**src/shared/sbi_consts.vh**
```
// Constants for the shared bus interconnect
`ifndef SBI_CONSTS_VH
`define SBI_CONSTS_VH
// Configuration register byte offsets
`define SBI_OFF_CTRL 8'h00
`define SBI_OFF_PRIO 8'h04
`define SBI_OFF_PERIOD 8'h08
`define SBI_OFF_WT_PROC 8'h0C
`define SBI_OFF_PCIE_MASTER_TOKEN_WEIGHT 8'h10
`define SBI_OFF_WT_BRIDGE 8'h14
`define SBI_OFF_STATUS 8'h18
// Control register fields
`define SBI_BIT_BOOT 0
`define SBI_BIT_LARGE 1
`define SBI_BIT_WTEN 2
// Status register fields
`define SBI_BIT_ACT_BOOT 0
`define SBI_BIT_BUSY 1
`define SBI_BIT_WBUF 2
`define SBI_POS_TOKOK 4
`define SBI_POS_OWNER 8
// Priority register fields, four bits each
`define SBI_POS_PL_PROC 0
`define SBI_POS_PCIE_MASTER_PRIORITY_LEVEL 4
`define SBI_POS_PL_BRIDGE 8
// Reset values
`define SBI_RST_PL_PROC 4'hF
`define SBI_RST_PCIE_MASTER_PRIORITY_LEVEL 4'hE
`define SBI_RST_PL_BRIDGE 4'hD
`define SBI_RST_PERIOD 16'h0800
`define SBI_RST_WT 16'h0000
// Downstream target codes
`define SBI_TGT_FLASH 2'h0
`define SBI_TGT_DDR 2'h1
`define SBI_TGT_PCIE 2'h2
// Address map anchors (top nibble)
`define SBI_NIB_FLASH 4'h4
`define SBI_NIB_REGS 4'h7
`endif

```
**src/hw/sbi_shared_bus.v**
```verilog
// Shared bus interconnect: arbiter, address decoder, register write buffer, config slave
// Notes on behaviour
// - 32-bit address/data, three masters only
// - byte addresses; 8/16/32 singles, word bursts
// - boot map active after reset
// - normal map mirrors DDR at zero
// - map changes on read after write
// - 512 MB default, large enable gives 1 GB
// - fixed flash, registers, PCIe regions
// - 512 MB map layout per mode
// - 1 GB map layout per mode
// - protected soft reset keeps current map
// - strict programmable priority, processor highest at reset
// - weighted tokens; unused share goes elsewhere
// - reload token counters every refresh period
// - bus cycle spends token; empty drops low
// - token holders win; priority within groups
// - zero weight means unlimited tokens
// - priority level 15 is highest
// - one-word write buffer; stalls as needed
// - register read waits for buffered write to finish
// - subsystem registers fast, switch core slower
// - flash reads forwarded, flash writes dropped
`timescale 1ns/1ps
`include "sbi_consts.vh"
module sbi_shared_bus #(
  parameter TW = 16
) (
  // Clock and reset
  input wire hclk,
  input wire hresetn,
  // Subsystem soft reset and its protection
  input wire soft_rst,
  input wire system_protect,
  // Config slave, AHB-Lite
  input wire hsel,
  input wire [31:0] haddr,
  input wire [1:0] htrans,
  input wire hwrite,
  input wire [2:0] hsize,
  input wire [31:0] hwdata,
  input wire hready,
  output wire hreadyout,
  output wire hresp,
  output reg [31:0] hrdata,
  // Masters: 0 processor, 1 PCIe inbound, 2 bridge
  input wire [2:0] m_req,
  input wire [95:0] m_addr,
  input wire [2:0] m_write,
  input wire [5:0] m_size,
  input wire [95:0] m_wdata,
  input wire [2:0] m_burst,
  output wire [2:0] m_done,
  output reg [31:0] m_rdata,
  // Memory targets: flash boot reader, DDR, PCIe DMA
  output reg t_req,
  output reg [1:0] t_sel,
  output reg [31:0] t_addr,
  output reg t_write,
  output reg [1:0] t_size,
  output reg [31:0] t_wdata,
  input wire t_ack,
  input wire [31:0] t_rdata,
  // Chip register region
  output reg r_req,
  output reg r_write,
  output reg [27:0] r_addr,
  output reg [31:0] r_wdata,
  output reg r_switch_core,
  input wire r_ack,
  input wire [31:0] r_rdata
);
  localparam S_IDLE = 3'd0;
  localparam S_DEC = 3'd1;
  localparam S_EXT = 3'd2;
  localparam S_REG = 3'd3;
  localparam S_DONE = 3'd4;
  localparam G_RSV = 3'd0;
  localparam G_FLASH = 3'd1;
  localparam G_DDR = 3'd2;
  localparam G_PCIE = 3'd3;
  localparam G_REGS = 3'd4;

  // Only a soft reset without protection clears the subsystem
  wire srst = soft_rst & ~system_protect;

  // Config state
  reg boot_map_select_reg;
  reg boot_active_reg;
  reg large_memory_map_enable_reg;
  reg weighted_token_enable_reg;
  reg [11:0] prio_reg;
  reg [TW-1:0] token_refresh_period_reg;
  reg [TW-1:0] wt_reg [0:2];
  reg [TW-1:0] tok_cnt [0:2];
  reg [TW-1:0] per_cnt;

  // Transfer state
  reg [2:0] state_reg;
  reg [1:0] owner_reg;
  reg [31:0] wbuf_addr;
  reg [31:0] wbuf_data;
  reg wbuf_valid;
  reg rd_pend;

  // AHB bookkeeping
  reg ap_wr;
  reg ap_rd;
  reg [7:0] ap_off;
  reg rd_wait;

  integer i;
  integer j;
  integer k;

  // Arbitration
  reg [2:0] tok_ok;
  reg [1:0] win;
  reg [4:0] best;
  reg [4:0] score;
  reg found;
  always @* begin
    win = 2'd0;
    tok_ok = 3'b000;
    best = 5'h00;
    found = 1'b0;
    score = 5'h00;
    for (i = 0; i < 3; i = i + 1) begin
      tok_ok[i] = ~weighted_token_enable_reg | (wt_reg[i] == {TW{1'b0}}) | (tok_cnt[i] != {TW{1'b0}});
      score = {tok_ok[i], prio_reg[i*4 +: 4]};
      // Strict compare keeps the lower index on a tie
      if (m_req[i] && (!found || score > best)) begin
        win = i[1:0];
        best = score;
        found = 1'b1;
      end
    end
  end

  // Address decode for the current owner
  wire [31:0] a = m_addr[owner_reg*32 +: 32];
  wire cur_wr = m_write[owner_reg];
  reg [2:0] rg;
  reg [31:0] off;
  always @* begin
    rg = G_RSV;
    off = 32'h0000_0000;
    case (a[31:28])
      4'h0: rg = boot_active_reg ? G_FLASH : G_DDR;
      4'h1: rg = boot_active_reg ? G_RSV : G_DDR;
      4'h2, 4'h3: rg = (large_memory_map_enable_reg && boot_active_reg) ? G_RSV : G_DDR;
      `SBI_NIB_FLASH: rg = G_FLASH;
      `SBI_NIB_REGS: rg = G_REGS;
      4'h8, 4'h9, 4'hA, 4'hB: rg = large_memory_map_enable_reg ? G_DDR : G_RSV;
      4'hC, 4'hD, 4'hE, 4'hF: rg = G_PCIE;
      default: rg = G_RSV;
    endcase
    // Flash region is read only
    if (rg == G_FLASH && cur_wr)
      rg = G_RSV;
    case (rg)
      G_FLASH: off = {4'h0, a[27:0]};
      G_DDR: off = large_memory_map_enable_reg ? {2'b00, a[29:0]} : {3'b000, a[28:0]};
      G_PCIE: off = {2'b00, a[29:0]};
      default: off = a;
    endcase
  end

  wire reg_idle = ~r_req & ~wbuf_valid & ~rd_pend;

  // Transfer sequencing
  always @(posedge hclk or negedge hresetn) begin
    if (!hresetn) begin
      state_reg <= S_IDLE;
      owner_reg <= 2'd0;
      m_rdata <= 32'h0000_0000;
      t_req <= 1'b0;
      t_sel <= 2'd0;
      t_addr <= 32'h0000_0000;
      t_write <= 1'b0;
      t_size <= 2'd0;
      t_wdata <= 32'h0000_0000;
      wbuf_valid <= 1'b0;
      wbuf_addr <= 32'h0000_0000;
      wbuf_data <= 32'h0000_0000;
      rd_pend <= 1'b0;
    end else if (srst) begin
      state_reg <= S_IDLE;
      t_req <= 1'b0;
      wbuf_valid <= 1'b0;
      rd_pend <= 1'b0;
    end else begin
      // Buffered write leaves once the register region acknowledges it (r_ack)
      if (wbuf_valid && r_req && r_write && r_ack)
        wbuf_valid <= 1'b0;
      case (state_reg)
        S_IDLE: begin
          if (m_req != 3'b000) begin
            owner_reg <= win;
            state_reg <= S_DEC;
          end
        end
        S_DEC: begin
          case (rg)
            G_FLASH, G_DDR, G_PCIE: begin
              t_req <= 1'b1;
              t_sel <= (rg == G_FLASH) ? `SBI_TGT_FLASH : (rg == G_DDR) ? `SBI_TGT_DDR : `SBI_TGT_PCIE;
              t_addr <= off;
              t_write <= cur_wr;
              t_size <= m_size[owner_reg*2 +: 2];
              t_wdata <= m_wdata[owner_reg*32 +: 32];
              state_reg <= S_EXT;
            end
            G_REGS: begin
              if (cur_wr) begin
                // Held here while the previous word is still buffered
                if (!wbuf_valid) begin
                  wbuf_valid <= 1'b1;
                  wbuf_addr <= a;
                  wbuf_data <= m_wdata[owner_reg*32 +: 32];
                  state_reg <= S_DONE;
                end
              end else if (reg_idle) begin
                rd_pend <= 1'b1;
                state_reg <= S_REG;
              end
            end
            default: begin
              m_rdata <= 32'h0000_0000;
              state_reg <= S_DONE;
            end
          endcase
        end
        S_EXT: begin
          if (t_ack) begin
            t_req <= 1'b0;
            m_rdata <= t_write ? 32'h0000_0000 : t_rdata;
            state_reg <= S_DONE;
          end
        end
        S_REG: begin
          if (r_req && !r_write && r_ack) begin
            rd_pend <= 1'b0;
            m_rdata <= r_rdata;
            state_reg <= S_DONE;
          end
        end
        S_DONE: begin
          // Burst keeps the grant for the next beat
          state_reg <= m_burst[owner_reg] ? S_DEC : S_IDLE;
        end
        default: state_reg <= S_IDLE;
      endcase
    end
  end

  assign m_done = (state_reg == S_DONE) ? (3'b001 << owner_reg) : 3'b000;

  // Register region port
  always @(posedge hclk or negedge hresetn) begin
    if (!hresetn) begin
      r_req <= 1'b0;
      r_write <= 1'b0;
      r_addr <= 28'h000_0000;
      r_wdata <= 32'h0000_0000;
      r_switch_core <= 1'b0;
    end else if (srst) begin
      r_req <= 1'b0;
    end else if (r_req) begin
      if (r_ack)
        r_req <= 1'b0;
    end else if (wbuf_valid) begin
      r_req <= 1'b1;
      r_write <= 1'b1;
      r_addr <= wbuf_addr[27:0];
      r_wdata <= wbuf_data;
      r_switch_core <= wbuf_addr[27:24] != 4'h0;
    end else if (rd_pend) begin
      r_req <= 1'b1;
      r_write <= 1'b0;
      r_addr <= a[27:0];
      r_switch_core <= a[27:24] != 4'h0;
    end
  end

  // Token counters
  wire in_use = (state_reg != S_IDLE);
  always @(posedge hclk or negedge hresetn) begin
    if (!hresetn) begin
      per_cnt <= {TW{1'b0}};
      for (j = 0; j < 3; j = j + 1)
        tok_cnt[j] <= {TW{1'b0}};
    end else if (srst) begin
      per_cnt <= {TW{1'b0}};
      for (j = 0; j < 3; j = j + 1)
        tok_cnt[j] <= {TW{1'b0}};
    end else if (per_cnt == {TW{1'b0}}) begin
      per_cnt <= (token_refresh_period_reg == {TW{1'b0}}) ? {TW{1'b0}} :
                 token_refresh_period_reg - {{(TW-1){1'b0}}, 1'b1};
      for (j = 0; j < 3; j = j + 1)
        tok_cnt[j] <= wt_reg[j];
    end else begin
      per_cnt <= per_cnt - {{(TW-1){1'b0}}, 1'b1};
      for (j = 0; j < 3; j = j + 1)
        if (in_use && owner_reg == j[1:0] && tok_cnt[j] != {TW{1'b0}})
          tok_cnt[j] <= tok_cnt[j] - {{(TW-1){1'b0}}, 1'b1};
    end
  end

  // Config slave: writes take no wait, reads take one
  wire ap_valid = hsel & htrans[1] & hready;
  wire ctrl_wr = ap_wr & (ap_off == `SBI_OFF_CTRL);
  wire boot_now = ctrl_wr ? hwdata[`SBI_BIT_BOOT] : boot_map_select_reg;
  assign hreadyout = ~rd_wait;
  assign hresp = 1'b0;

  always @(posedge hclk or negedge hresetn) begin
    if (!hresetn) begin
      ap_wr <= 1'b0;
      ap_rd <= 1'b0;
      ap_off <= 8'h00;
      rd_wait <= 1'b0;
      hrdata <= 32'h0000_0000;
    end else begin
      ap_wr <= ap_valid & hwrite;
      ap_rd <= ap_valid & ~hwrite;
      rd_wait <= ap_valid & ~hwrite;
      if (ap_valid)
        ap_off <= {haddr[7:2], 2'b00};
      if (ap_rd) begin
        case (ap_off)
          `SBI_OFF_CTRL: hrdata <= {29'h0, weighted_token_enable_reg, large_memory_map_enable_reg,
                                    boot_map_select_reg};
          `SBI_OFF_PRIO: hrdata <= {20'h0, prio_reg};
          `SBI_OFF_PERIOD: hrdata <= {{(32-TW){1'b0}}, token_refresh_period_reg};
          `SBI_OFF_WT_PROC: hrdata <= {{(32-TW){1'b0}}, wt_reg[0]};
          `SBI_OFF_PCIE_MASTER_TOKEN_WEIGHT: hrdata <= {{(32-TW){1'b0}}, wt_reg[1]};
          `SBI_OFF_WT_BRIDGE: hrdata <= {{(32-TW){1'b0}}, wt_reg[2]};
          `SBI_OFF_STATUS: hrdata <= {22'h0, owner_reg, 1'b0, tok_ok, 1'b0, wbuf_valid, in_use,
                                      boot_active_reg};
          default: hrdata <= 32'h0000_0000;
        endcase
      end
    end
  end

  // Config registers; a protected soft reset leaves all of them alone
  always @(posedge hclk or negedge hresetn) begin
    if (!hresetn) begin
      boot_map_select_reg <= 1'b1;
      boot_active_reg <= 1'b1;
      large_memory_map_enable_reg <= 1'b0;
      weighted_token_enable_reg <= 1'b0;
      prio_reg <= {`SBI_RST_PL_BRIDGE, `SBI_RST_PCIE_MASTER_PRIORITY_LEVEL, `SBI_RST_PL_PROC};
      token_refresh_period_reg <= `SBI_RST_PERIOD;
      for (k = 0; k < 3; k = k + 1)
        wt_reg[k] <= `SBI_RST_WT;
    end else if (srst) begin
      boot_map_select_reg <= 1'b1;
      boot_active_reg <= 1'b1;
      large_memory_map_enable_reg <= 1'b0;
      weighted_token_enable_reg <= 1'b0;
      prio_reg <= {`SBI_RST_PL_BRIDGE, `SBI_RST_PCIE_MASTER_PRIORITY_LEVEL, `SBI_RST_PL_PROC};
      token_refresh_period_reg <= `SBI_RST_PERIOD;
      for (k = 0; k < 3; k = k + 1)
        wt_reg[k] <= `SBI_RST_WT;
    end else begin
      // The selected map only takes effect on the read-back
      if (ap_valid && !hwrite && haddr[7:0] == `SBI_OFF_CTRL)
        boot_active_reg <= boot_now;
      if (ap_wr) begin
        case (ap_off)
          `SBI_OFF_CTRL: begin
            boot_map_select_reg <= hwdata[`SBI_BIT_BOOT];
            large_memory_map_enable_reg <= hwdata[`SBI_BIT_LARGE];
            weighted_token_enable_reg <= hwdata[`SBI_BIT_WTEN];
          end
          `SBI_OFF_PRIO: prio_reg <= hwdata[11:0];
          `SBI_OFF_PERIOD: token_refresh_period_reg <= hwdata[TW-1:0];
          `SBI_OFF_WT_PROC: wt_reg[0] <= hwdata[TW-1:0];
          `SBI_OFF_PCIE_MASTER_TOKEN_WEIGHT: wt_reg[1] <= hwdata[TW-1:0];
          `SBI_OFF_WT_BRIDGE: wt_reg[2] <= hwdata[TW-1:0];
          default: ;
        endcase
      end
    end
  end

endmodule

```
**config.mk**
```make
export PLATFORM = sky130hd
export DESIGN_NAME = sbi_shared_bus
export DESIGN_NICKNAME = d
export VERILOG_FILES = /design/src/hw/sbi_shared_bus.v
export VERILOG_INCLUDE_DIRS = /design/src /design/src/shared
export SDC_FILE = /design/constraint.sdc
export NUM_CORES = 1
export LEC_CHECK = 0
export ABC_AREA = 0
export BUFFER_PORTS_ARGS = -buffer_cell sky130_fd_sc_hd__buf_2
export CELL_PAD_IN_SITES_DETAIL_PLACEMENT = 1
export CELL_PAD_IN_SITES_GLOBAL_PLACEMENT = 1
export CORE_MARGIN = 2
export CORE_UTILIZATION = 43
export DETAILED_ROUTE_END_ITERATION = 10
export PLACE_DENSITY_LB_ADDON = 0.1
export SLEW_MARGIN = 5
export SYNTH_ARGS = -nofsm -noshare
export SYNTH_HDL_FRONTEND = slang
export SYNTH_SLANG_ARGS = --single-unit
```
**constraint.sdc**
```tcl
create_clock -name hclk -period 10.1 [get_ports hclk]
set_input_delay 1.515 -clock hclk [delete_from_list [all_inputs] [get_ports hclk]]
set_output_delay 1.515 -clock hclk [all_outputs]
set_load 0.05 [all_outputs]
```
# After elaboration in Yosys (flattened, before gate mapping)
# Index checks and enable logic that the tools add are counted.
dict set report word_totals {
  reg_bits 416
  input_bits 349
  out_inout_bits 202
  word_cells 281
}
dict set report op_classes {
  n_addsub 5
  magnitude_cmp 3
  eq_ne 42
  shift 4
  mux 95
  n_bitwise 22
  reduce_logical 75
}
# operator count
set ops {}
lappend ops {{16-bit two-way mux} 12}
lappend ops {{48-bit two-way mux} 4}
lappend ops {{32-bit case mux with 3 select lines} 2}
lappend ops {{96-bit by 8-bit variable part select with 32-bit output} 2}
lappend ops {{32-bit two-way mux} 4}
lappend ops {{16-bit case mux with 7 select lines} 1}
lappend ops {{16-bit logical NOT} 5}
lappend ops {{16-bit by 1-bit subtractor with 16-bit output (second input constant)} 5}
lappend ops {{28-bit two-way mux} 2}
lappend ops {{16-bit nonzero test} 3}
lappend ops {{1-bit two-way mux} 41}
lappend ops {{12-bit two-way mux} 3}
lappend ops {{4-bit equality test (second input constant)} 8}
lappend ops {{30-bit two-way mux} 1}
lappend ops {{3-bit two-way mux} 9}
lappend ops {{3-bit nonzero test} 8}
lappend ops {{3-bit case mux with 7 select lines} 1}
lappend ops {{5-bit AND reduction} 4}
lappend ops {{6-bit by 3-bit equality test with 1-bit output (second input constant)} 3}
lappend ops {{3-bit != test (second input constant)} 6}
lappend ops {{2-bit nonzero test} 9}
lappend ops {{1-bit logical AND} 17}
lappend ops {{8-bit logical NOT} 2}
lappend ops {{3-bit case mux with 5 select lines} 1}
lappend ops {{36 further kinds} 93}

# Depth between registers and ports, before layout
# Gate-level depths: netlist (run 1).
dict set report depth {
  ltp_word 12
  mapped_depth 19
  depth_no_buf 19
}

# Least setup slack after synthesis (run 1)
# No wires, ideal clock.
dict set report synth_timing {
  kind {input to register}
  startpoint {input m_req[0]}
  endpoint {register owner_reg[1]}
  setup_time_ns 0.119
  arrival_time_ns 4.329
  required_time_ns 9.981
  slack_ns 5.652
  cell_stages 15
  n_path_buf 0
  cell_sequence {nand2_1 ha_1 nor2b_1 o21a_1 o21ai_0 a21oi_1 o21ai_1 mux2_2 ha_1 nor2b_1 o21a_1 o211ai_1 a21oi_1 or4_1 o21a_1}
}
dict set report synth_between {
  elab_chain_len 9
  word_cells_on_any_way 15
  classes_between {2 x order compare; 5 x mux; 8 x reduce/logical}
}
# item line_no
set synth_rtl {}
lappend synth_rtl {{start, declared} sbi_shared_bus.v:47} ;# input wire [2:0] m_req,
lappend synth_rtl {{5-bit two-way mux / 1-bit two-way mux (equally long branches)} sbi_shared_bus.v:132} ;# if (m_req[i] && (!found || score > best)) begin
lappend synth_rtl {{5-bit greater-than comparator / 1-bit logical NOT (equally long branches)} sbi_shared_bus.v:132}
lappend synth_rtl {{1-bit logical OR} sbi_shared_bus.v:132}
lappend synth_rtl {{1-bit logical AND} sbi_shared_bus.v:132}
lappend synth_rtl {{5-bit two-way mux / 1-bit two-way mux (equally long branches)} sbi_shared_bus.v:132}
lappend synth_rtl {{5-bit greater-than comparator / 1-bit logical NOT (equally long branches)} sbi_shared_bus.v:132}
lappend synth_rtl {{1-bit logical OR} sbi_shared_bus.v:132}
lappend synth_rtl {{1-bit logical AND} sbi_shared_bus.v:132}
lappend synth_rtl {{2-bit two-way mux} sbi_shared_bus.v:132}
lappend synth_rtl {{end signal, assigned} sbi_shared_bus.v:199} ;# owner_reg <= win;
lappend synth_rtl {{end, declared} sbi_shared_bus.v:100} ;# reg [1:0] owner_reg;
# Several ways; a longest one is shown, not always the timed one.
# A chain may end at the register's enable or synchronous reset.

# Final worst setup path (run 1)
dict set report layout_timing {
  startpoint {register owner_reg[0]}
  endpoint {register t_wdata[5]}
}
dict set report layout_between {
  elab_chain_len 10
  word_cells_on_any_way 30
  classes_between {17 x eq/ne; 2 x shift; 4 x mux; 7 x reduce/logical}
}
# item line_no
set layout_rtl {}
lappend layout_rtl {{96-bit by 8-bit variable part select with 32-bit output} sbi_shared_bus.v:141} ;# wire [31:0] a = m_addr[owner_reg*32 +: 32];
lappend layout_rtl {{4-bit equality test / 4-bit by 2-bit equality test with 1-bit output (equally long branches)} sbi_shared_bus.v:148} ;# case (a[31:28])
lappend layout_rtl {{4-bit OR reduction / 2-bit OR reduction (equally long branches)} sbi_shared_bus.v:148}
lappend layout_rtl {{3-bit case mux with 7 select lines} sbi_shared_bus.v:148}
lappend layout_rtl {{3-bit by 1-bit equality test with 1-bit output} sbi_shared_bus.v:159} ;# if (rg == G_FLASH && cur_wr)
lappend layout_rtl {{1-bit logical AND} sbi_shared_bus.v:159}
lappend layout_rtl {{3-bit two-way mux} sbi_shared_bus.v:159}
lappend layout_rtl {{3-bit by 1-bit equality test with 1-bit output / 3-bit by 2-bit equality test with 1-bit output (equally long branches)} sbi_shared_bus.v:204} ;# case (rg)
lappend layout_rtl {{3-bit OR reduction} sbi_shared_bus.v:204}
lappend layout_rtl {{3-bit AND reduction (no source line)} n/a}
lappend layout_rtl {{end signal, assigned} sbi_shared_bus.v:211} ;# t_wdata <= m_wdata[owner_reg*32 +: 32];
lappend layout_rtl {{end, declared} sbi_shared_bus.v:61} ;# output reg [31:0] t_wdata,
# Several ways; a longest one is shown, not always the timed one. The select of a mux whose other input is x is not followed.

==> results.yml, run 1 <==
run_status:
  status: "complete, no violations"
power:
  powerDensity_mw_per_mm2: 302
  ir_drop_mv: 0.161
  p_leak_nw: 11.9
sta:
  tightest_slew_ps: 1150
  fin_setup_tns_ps: 0
  hold_viol_final: 0
  fin_crit_ps: 5120
  fmax_mhz: 195
  fin_ws_ps: 4980
  drv_slew: 0
  fin_skew_ps: 39.2
  final-setup-viol-count: 0
  timing.final.crit_share_pct: 50.7
  holdWs_ps: 474
  relSlewSlack_pct: 23.7
  rsz0062_at_grt: "no"
synth:
  yosys.cell_count.top_type: "dfrtp_1"
  synth_area_per_cell_um2: 9.43
  netlist_area_mm2: 0.0207
  synth_common_cells: "dfrtp_1 (387), nand2_1 (266), a21oi_1 (193), nor2_1 (175), clkbuf_1 (122)"
  synth_area_leader_cell: "dfrtp_1"
  syn_inst: 2201
  synth_area_leaders: "dfrtp_1 (47%), mux2i_1 (5.3%), nand2_1 (4.8%)"
  synth_cell_types: 75
  ys_async_sr_fraction_pct: 100
  synth_edf_count: 0
  yosysSeqAreaShare_pct: 48.3
  synthFlopType: "dfrtp_1"
  netlist.area_leader.share_pct: 46.7
  ys_warn_count: 0
  ys_ff_latch: 400
clock_tree:
  numCtsBuffers: 45
  cts_max_level: 2
  clock-sinks: 400
  cts_resized: 0
  clk_latency_ps: 600
  post_cts_buffers: 0
  cts-root-buf: "clkbuf_16"
  cts-hold-fix-buffers: 0
  clk_pin_slew_ps: 60
  cts_tree: "built"
  cts_buffer_depth: 3
worst_setup_path:
  crit_top_cell: "buf_4"
  endpoint_kind: "flip-flop"
  cp_slowest_stage_delay_ps: 750
  r2r_cells: 9
  cp_data_required_time_ps: 10530
  r2r-start: "owner_reg[0]"
  worst-endpoint-arrival_ps: 5560
  crit_fanout: 52
  cp-start-kind: "flip-flop"
  critical_path_class: "reg -> reg"
  path_cells: "nor2b_4, buf_4, o2bb2ai_1, or3_1, nand3_1, a21boi_4, buf_4, buf_4, mux2_1"
  critPathSlowestCell: "nand3_1"
  rr_endpoint: "t_wdata[5]"
  r2r_slack_ps: 4980
global_route:
  grt_usage_pct: 28.7
  grt_pass1_vias: 19500
  grt_max_degree: 162
  grt_pass1_wl_um: 112000
  grt_antenna_before_repair: 2
  gr-total-overflow: 0
drt:
  drt_iter0_drc: 1144
  viasPerCell: 5.74
  met1_length_um: 30900
  ant_nets: 0
  dr_wl_met3_um: 4140
  via_count: 18700
  routedWlPerCell_um: 22.4
  firstDrtPassIters: 5
  wl_um: 73000
  drc: 0
  top_layer: "met5"
  route.met2.wl_um: 34900
die:
  die_x_um: 224
  core-area_mm2: 0.0476
  io_pins: 551
  die-area_mm2: 0.0500
  start_util_pct: 43.5
  row_count: 80
  die_y_um: 224
worst_hold_path:
  hold_path_end: "r_addr[0]"
  hp-class: "reg -> reg"
  hold_depth: 2
  worstHoldStart: "r_addr[0]"
cells_and_area:
  drive_above_1_share_pct: 25.7
  syn2layout_area_growth_pct: 20.8
  fin_area_mm2: 0.0251
  layout.nets: 2982
  n_fill_cell: 5608
  utilization_pct: 52.6
place:
  dpl_cell_area_mm2: 0.0236
  hpwl_um: 52800
  gp_congestion: 0.863
  placement.io_buffers: 489
  place_ws_ps: 4990
flow_run:
  drv_cap: 0
[worst max-delay path: cells and delay by family, from the launching register on]
family          cells  cell delay (ps)
buf+inv             3             1640
simple gates        3             1510
compound gates      2              690
flops               1              570
mux                 1              400
[per-stage QoR]
| stage | power [mW] | instances |
|---|---|---|
| CTS | 7.62 | 3264 |
| global placement | 5.80 | 3183 |
| floorplan | 4.90 | 2217 |
| detailed placement | 5.95 | 3183 |
| finish | 7.57 | 3265 |
| global route | 7.99 | 3265 |
[worst max-delay path by stage]
stage                            start      endpoint  slack, ps  cells after the start
final                     owner_reg[0]    t_wdata[5]       4980                      9
after global routing      owner_reg[0]   t_wdata[11]       4750                      9
after CTS                 owner_reg[0]    t_wdata[5]       4930                      9
after detailed placement  owner_reg[0]    t_wdata[8]       4990                      9
after global placement    owner_reg[0]   t_wdata[18]       5070                      9
after floorplan               m_req[0]  owner_reg[1]       5650                     15
[area by class of cell]
class	count	area, um2	area share (%)
sequential	400	10000	40.0
multi-input combinational	1595	9910	39.5
timing repair buffer	519	2700	10.8
clock buffer	64	1280	5.10
tap	615	769	3.07
inverter	54	203	0.809
clock inverter	17	174	0.694
antenna	1	2.50	0.00999
[where the power goes]
part           total [mW]  switching, mW  leakage (nW)  internal, mW
clock network        1.64          0.685         0.720         0.957
registers            2.41          0.322          5.27          2.09
logic                3.52           2.51          5.90          1.01
total                7.57           3.52          11.9          4.05
[cell families after synthesis]
family                   synth area share [%]
buffers and inverters                    4.50
AND/OR/NAND/NOR                          16.5
XOR/XNOR                                 2.79
AO/OA/AOI/OAI                            15.1
other                                  0.0181
adder cells (fa/ha/maj)                  1.09
flip-flops                               48.3
multiplexers                             11.7
[layout by cell type, fill, tap and decap left out, drive strengths merged, types with 6 or more instances in the layout]
cell type | Yosys | layout
o21ai | 177 | 177
o211ai | 14 | 14
ha | 18 | 18
a221oi | 23 | 23
conb | 1 | 17
mux2 | 118 | 118
nor2b | 8 | 8
a211oi | 10 | 10
nand2b | 9 | 9
o21a | 8 | 8
and2 | 28 | 28
clkinv | 0 | 11
dfstp | 13 | 13
nand4 | 16 | 16
nor2 | 177 | 177
nor3 | 52 | 52
dfrtp | 387 | 387
inv | 54 | 56
or3 | 12 | 12
nand2 | 266 | 266
o22ai | 14 | 14
buf | 46 | 519
clkbuf | 122 | 64
a21oi | 193 | 193
a31oi | 14 | 14
nand3b | 6 | 6
nand3 | 94 | 94
xor2 | 29 | 29
nor4 | 32 | 32
o2bb2ai | 7 | 7
mux2i | 109 | 109
a22oi | 48 | 48
xnor2 | 37 | 37
or4 | 11 | 11
[per-layer routing]
metal,vias to the layer above,global-route usage [%]
met5,-,0
met4,2,11.8
met3,156,5.68
met2,535,47.9
met1,9411,36.7
li1,8630,-
Note: power is estimated with default switching activity, not from simulation.
==> run 2, diff against run 1 <==
--- a/config.mk
+++ b/config.mk
@@ -11,7 +11,7 @@
 export CELL_PAD_IN_SITES_DETAIL_PLACEMENT = 1
 export CELL_PAD_IN_SITES_GLOBAL_PLACEMENT = 1
 export CORE_MARGIN = 2
-export CORE_UTILIZATION = 43
+export CORE_UTILIZATION = 36
 export DETAILED_ROUTE_END_ITERATION = 10
 export PLACE_DENSITY_LB_ADDON = 0.1
 export SLEW_MARGIN = 5
==> constraint.sdc (replaced) <==
create_clock -name hclk -period 4.2 [get_ports hclk]
set_input_delay 0.63 -clock hclk [delete_from_list [all_inputs] [get_ports hclk]]
set_output_delay 0.63 -clock hclk [all_outputs]
set_load 0.05 [all_outputs]
==> run 2 against run 1 <==
Compared with the run above: the flow now finishes with violations (negative setup slack); critical path depth is 9 higher; clock skew shrank 8.8 ps; final cell count increased by 5.9%; global-route usage decreased by 3.5 points; core utilization fell by 7.2 points; maximum frequency increased by 19%; critical endpoint is now owner_reg[1].
==> results.yml, run 2 (same netlist as run 1, synthesis figures left out) <==
worst_setup_path:
  critical_path_class: "reg -> reg"
  worst-endpoint-arrival_ps: 4780
  cp_data_required_time_ps: 4670
  path_cells: "or4_4, or2_4, nor2_4, nand4_1, and2_4, inv_2, ha_4, mux2i_2, a21oi_2, o21ai_2, buf_6, mux2_2, ha_4, o21a_1, o211ai_1, a21oi_1, or4_4, o21a_1"
  cp-start-kind: "flip-flop"
  cp.depth: 18
  crit_fanout: 5
  crit_path_end: "owner_reg[1]"
  endpoint_kind: "flip-flop"
  cp_top_family: "simple AND/OR/NAND/NOR gates"
  crit_start: "tok_cnt[36]"
  r2r-start: "tok_cnt[36]"
  critPathBufInv: 2
  rr_endpoint: "owner_reg[1]"
  cp_slowest_stage_delay_ps: 550
  r2r_cells: 18
  r2r_slack_ps: -110
  critPathSlowestCell: "or4_4"
sta:
  fin_ws_ps: -110
  hold_viol_final: 0
  fmax_mhz: 232
  tightest_slew_ps: 1090
  drv_slew: 0
  fin_crit_ps: 4310
  final-setup-viol-count: 2
  holdWs_ps: 18.5
  rsz0062_at_grt: "yes"
  fin_setup_tns_ps: -209
  fin_skew_ps: 30.4
  relSlewSlack_pct: 27.5
  timing.final.crit_share_pct: 103
power:
  p_leak_nw: 12.2
  ir_drop_mv: 0.360
  finalPower_mw: 18.6
  powerDensity_mw_per_mm2: 723
clock_tree:
  clk_latency_ps: 600
  cts_max_level: 2
  cts_tree: "built"
  clk_pin_slew_ps: 60
  cts_buffer_depth: 3
  numCtsBuffers: 47
  cts-hold-fix-buffers: 0
  cts-root-buf: "clkbuf_16"
  clock-sinks: 400
global_route:
  grt_pass1_vias: 19500
  grt_usage_pct: 25.3
  grt_pass1_wl_um: 118000
  grt_max_degree: 98
  gr-total-overflow: 0
  grt_antenna_before_repair: 4
place:
  hpwl_um: 56400
  placement.io_buffers: 489
  dp.cells: 3364
  place_ws_ps: -151
  gp_congestion: 0.882
worst_hold_path:
  hp-class: "in -> async"
drt:
  ant_nets: 0
  viasPerCell: 5.43
  firstDrtPassIters: 5
  drc: 0
  drt_iter0_drc: 1168
  via_count: 18800
  wl_um: 76900
  routedWlPerCell_um: 22.2
run_status:
  status: "finished, violations left"
  violations: "negative setup slack"
die:
  die_x_um: 244
  start_util_pct: 36.6
  core-area_mm2: 0.0567
  die-area_mm2: 0.0596
  row_count: 87
  die_y_um: 244
  io_pins: 551
cells_and_area:
  drive_above_1_share_pct: 27.2
  final_cell_mix: "buf_2 (488), dfrtp_1 (384), nand2_1 (266)"
  final_common_cell: "buf_2"
  finalNonFillerCells: 3458
  layout.nets: 3029
  syn2layout_area_growth_pct: 24.2
flow_run:
  drv_cap: 0
run 2: metrics by stage:
step	util, %	instance area (um2)
2_1_floorplan	-	20800
3_3_place_gp	42.5	24100
3_5_place_dp	42.5	24100
4_1_cts	45.3	25700
5_1_grt	45.4	25800
6_report	45.4	25800
run 2: power breakdown:
| part | switching, mW | internal (mW) |
|---|---|---|
| registers | 0.838 | 5.01 |
| logic | 6.04 | 2.66 |
| clock network | 1.67 | 2.41 |
run 2: routing by layer:
metal,track usage [%],part of all wire [%],vias up
li1,-,-,8716
met1,33.7,44,9406
met2,41.9,48,548
met3,4.46,5.5,112
met4,7.75,2.9,0
met5,0,0,-
run 2: worst min-delay path by stage:
stage / startpoint / endpoint / slack (ps) / cells past startpoint
CTS: hresetn / wbuf_data[12] / 40 / 1
floorplan: hresetn / ap_off[2] / 330 / 0
global placement: hrdata[10] / hrdata[10] / 460 / 1
detailed placement: hrdata[8] / hrdata[8] / 470 / 1
finish: hresetn / t_wdata[12] / 20 / 1
global route: hresetn / t_wdata[12] / 60 / 1
run 2: final cells by class:
class / count / area [um2]
Fill cell: 6583 / 31000
Sequential cell: 400 / 10000
Multi-Input combinational cell: 1595 / 9990
Timing Repair Buffer: 564 / 3060
Clock buffer: 76 / 1410
Tap cell: 756 / 946
Inverter: 54 / 203
Clock inverter: 9 / 113
Antenna cell: 4 / 10.0
run 2: repair_timing:
item / in CTS / in global routing
setup buffers: 3 / 2
setup endpoints to repair: 2 / 2
resized for setup: 10 / 7
pin swaps: 10 / 8
==> run 3, diff against run 2 <==
--- a/config.mk
+++ b/config.mk
@@ -14,6 +14,7 @@
 export CORE_UTILIZATION = 36
 export DETAILED_ROUTE_END_ITERATION = 10
 export PLACE_DENSITY_LB_ADDON = 0.1
+export RECOVER_POWER = 50
 export SLEW_MARGIN = 5
 export SYNTH_ARGS = -nofsm -noshare
 export SYNTH_HDL_FRONTEND = slang
==> run 3 against run 2 <==
Compared with the run above: the run ends with max-capacitance violations, max-slew violations, negative setup slack left; largest cell class unchanged; clock power barely moved; worst setup slack got worse by 13 ps; die area unchanged; clock-buffer cell count unchanged; worst hold slack gained 210 ps; cell area is 0.62% lower; largest power group unchanged; sequential share of layout area grew 0.24 points.
==> results.yml, run 3 (same netlist as run 1, synthesis figures left out) <==
power:
  ir_drop_mv: 0.359
  powerDensity_mw_per_mm2: 725
  p_leak_nw: 11.8
clock_tree:
  cts_max_level: 2
  cts_buffer_depth: 3
  clock-sinks: 400
  cts-root-buf: "clkbuf_16"
  cts_tree: "built"
  clk_latency_ps: 600
  numCtsBuffers: 47
  clk_pin_slew_ps: 60
worst_setup_path:
  cp_top_family: "simple AND/OR/NAND/NOR gates"
  critPathSlowestCell: "or4_4"
  critPathBufInv: 2
  cp_data_required_time_ps: 4660
  cp.depth: 18
  critical_path_class: "reg -> reg"
  path_cells: "or4_4, or2_4, nor2_4, nand4_1, and2_4, inv_2, ha_4, mux2i_2, a21oi_2, o21ai_2, buf_6, mux2_2, ha_4, o21a_1, o211ai_1, a21oi_1, or4_4, o21a_1"
  cp-start-kind: "flip-flop"
  cp_slowest_stage_delay_ps: 550
  r2r_cells: 18
  worst-endpoint-arrival_ps: 4790
  crit_fanout: 5
  endpoint_kind: "flip-flop"
sta:
  fin_skew_ps: 26.3
  rsz0062_at_grt: "yes"
  tightest_slew_ps: 2970
  holdWs_ps: 229
  drv_slew: 232
  relSlewSlack_pct: -98.0
  fin_ws_ps: -123
  fin_crit_ps: 4320
  timing.final.crit_share_pct: 103
  fmax_mhz: 231
  final-setup-viol-count: 2
  hold_viol_final: 0
drt:
  drc: 0
  routedWlPerCell_um: 22.2
  drt_iter0_drc: 1254
  viasPerCell: 5.42
  via_count: 18700
  wl_um: 76900
  firstDrtPassIters: 5
  ant_nets: 0
cells_and_area:
  fin_area_mm2: 0.0256
  syn2layout_area_growth_pct: 23.4
  final_common_cell: "buf_2"
  drive_above_1_share_pct: 24.0
  n_fill_cell: 6602
  final_cell_mix: "buf_2 (407), dfrtp_1 (384), nand2_1 (266)"
  layout.nets: 3029
worst_hold_path:
  hp-class: "in -> reg"
  hold_depth: 2
place:
  place_ws_ps: -151
  dpl_cell_area_mm2: 0.0241
  gp_congestion: 0.882
  hpwl_um: 56400
  placement.io_buffers: 489
run_status:
  status: "finished, violations left"
  violations: "max-capacitance violations, max-slew violations, negative setup slack"
flow_run:
  drv_cap: 5
die:
  die_x_um: 244
  start_util_pct: 36.6
  die_y_um: 244
  die-area_mm2: 0.0596
  row_count: 87
  core-area_mm2: 0.0567
  io_pins: 551
global_route:
  gr-total-overflow: 0
  grt_antenna_before_repair: 4
  grt_pass1_wl_um: 118000
  grt_max_degree: 98
  grt_usage_pct: 25.3
  grt_pass1_vias: 19500
==> run 3: cell type report <==
class	instances	area, um2	area share [%]
diodes	4	10.0	0.0391
clock buffers	76	1410	5.49
clock inverters	9	113	0.440
inverters	54	203	0.792
multi-input cells	1595	9990	39.0
flip-flops and latches	400	10000	39.2
well taps	756	946	3.69
repair buffers	564	2900	11.3
==> run 3: final timing paths <==
kind / startpoint / to / slack (ps)
max: tok_cnt[36] / owner_reg[1] / -120
max in group asynchronous: hresetn / wbuf_data[22] / 1030
min: hwrite / rd_wait / 230
min reg2reg: t_wdata[30] / t_wdata[30] / 480
max reg2reg: tok_cnt[36] / owner_reg[1] / -120
min in group asynchronous: hresetn / t_wdata[12] / 630
==> run 3: stage by stage <==
stage	TNS, ps	power (mW)	utilization [%]	instances
after floorplan	0	11.8	-	2217
after global placement	-231	14.4	42.5	3364
after detailed placement	-295	14.6	42.5	3364
after CTS	-162	18.8	45.3	3452
after global routing	-479	19.7	45.1	3458
final	-235	18.6	45.1	3458
==> run 3: what timing repair did <==
action	in CTS	in global routing
buffers inserted	3	2
gates resized for setup	10	7
setup endpoints to repair	2	2
hold buffers	0	0
pin swaps	10	8
==> run 3: power breakdown <==
part / switching (mW) / internal (mW)
combinational: 6.05 / 2.57
sequential: 0.849 / 5.01
clock: 1.66 / 2.41
total: 8.56 / 9.99
==> run 3: routing by layer <==
metal,part of all wire (%),vias to the layer above,track usage [%]
li1,-,8722,-
met1,44,9397,33.7
met2,48,520,41.9
met3,5.2,110,4.46
met4,2.9,0,7.75
met5,0,-,0
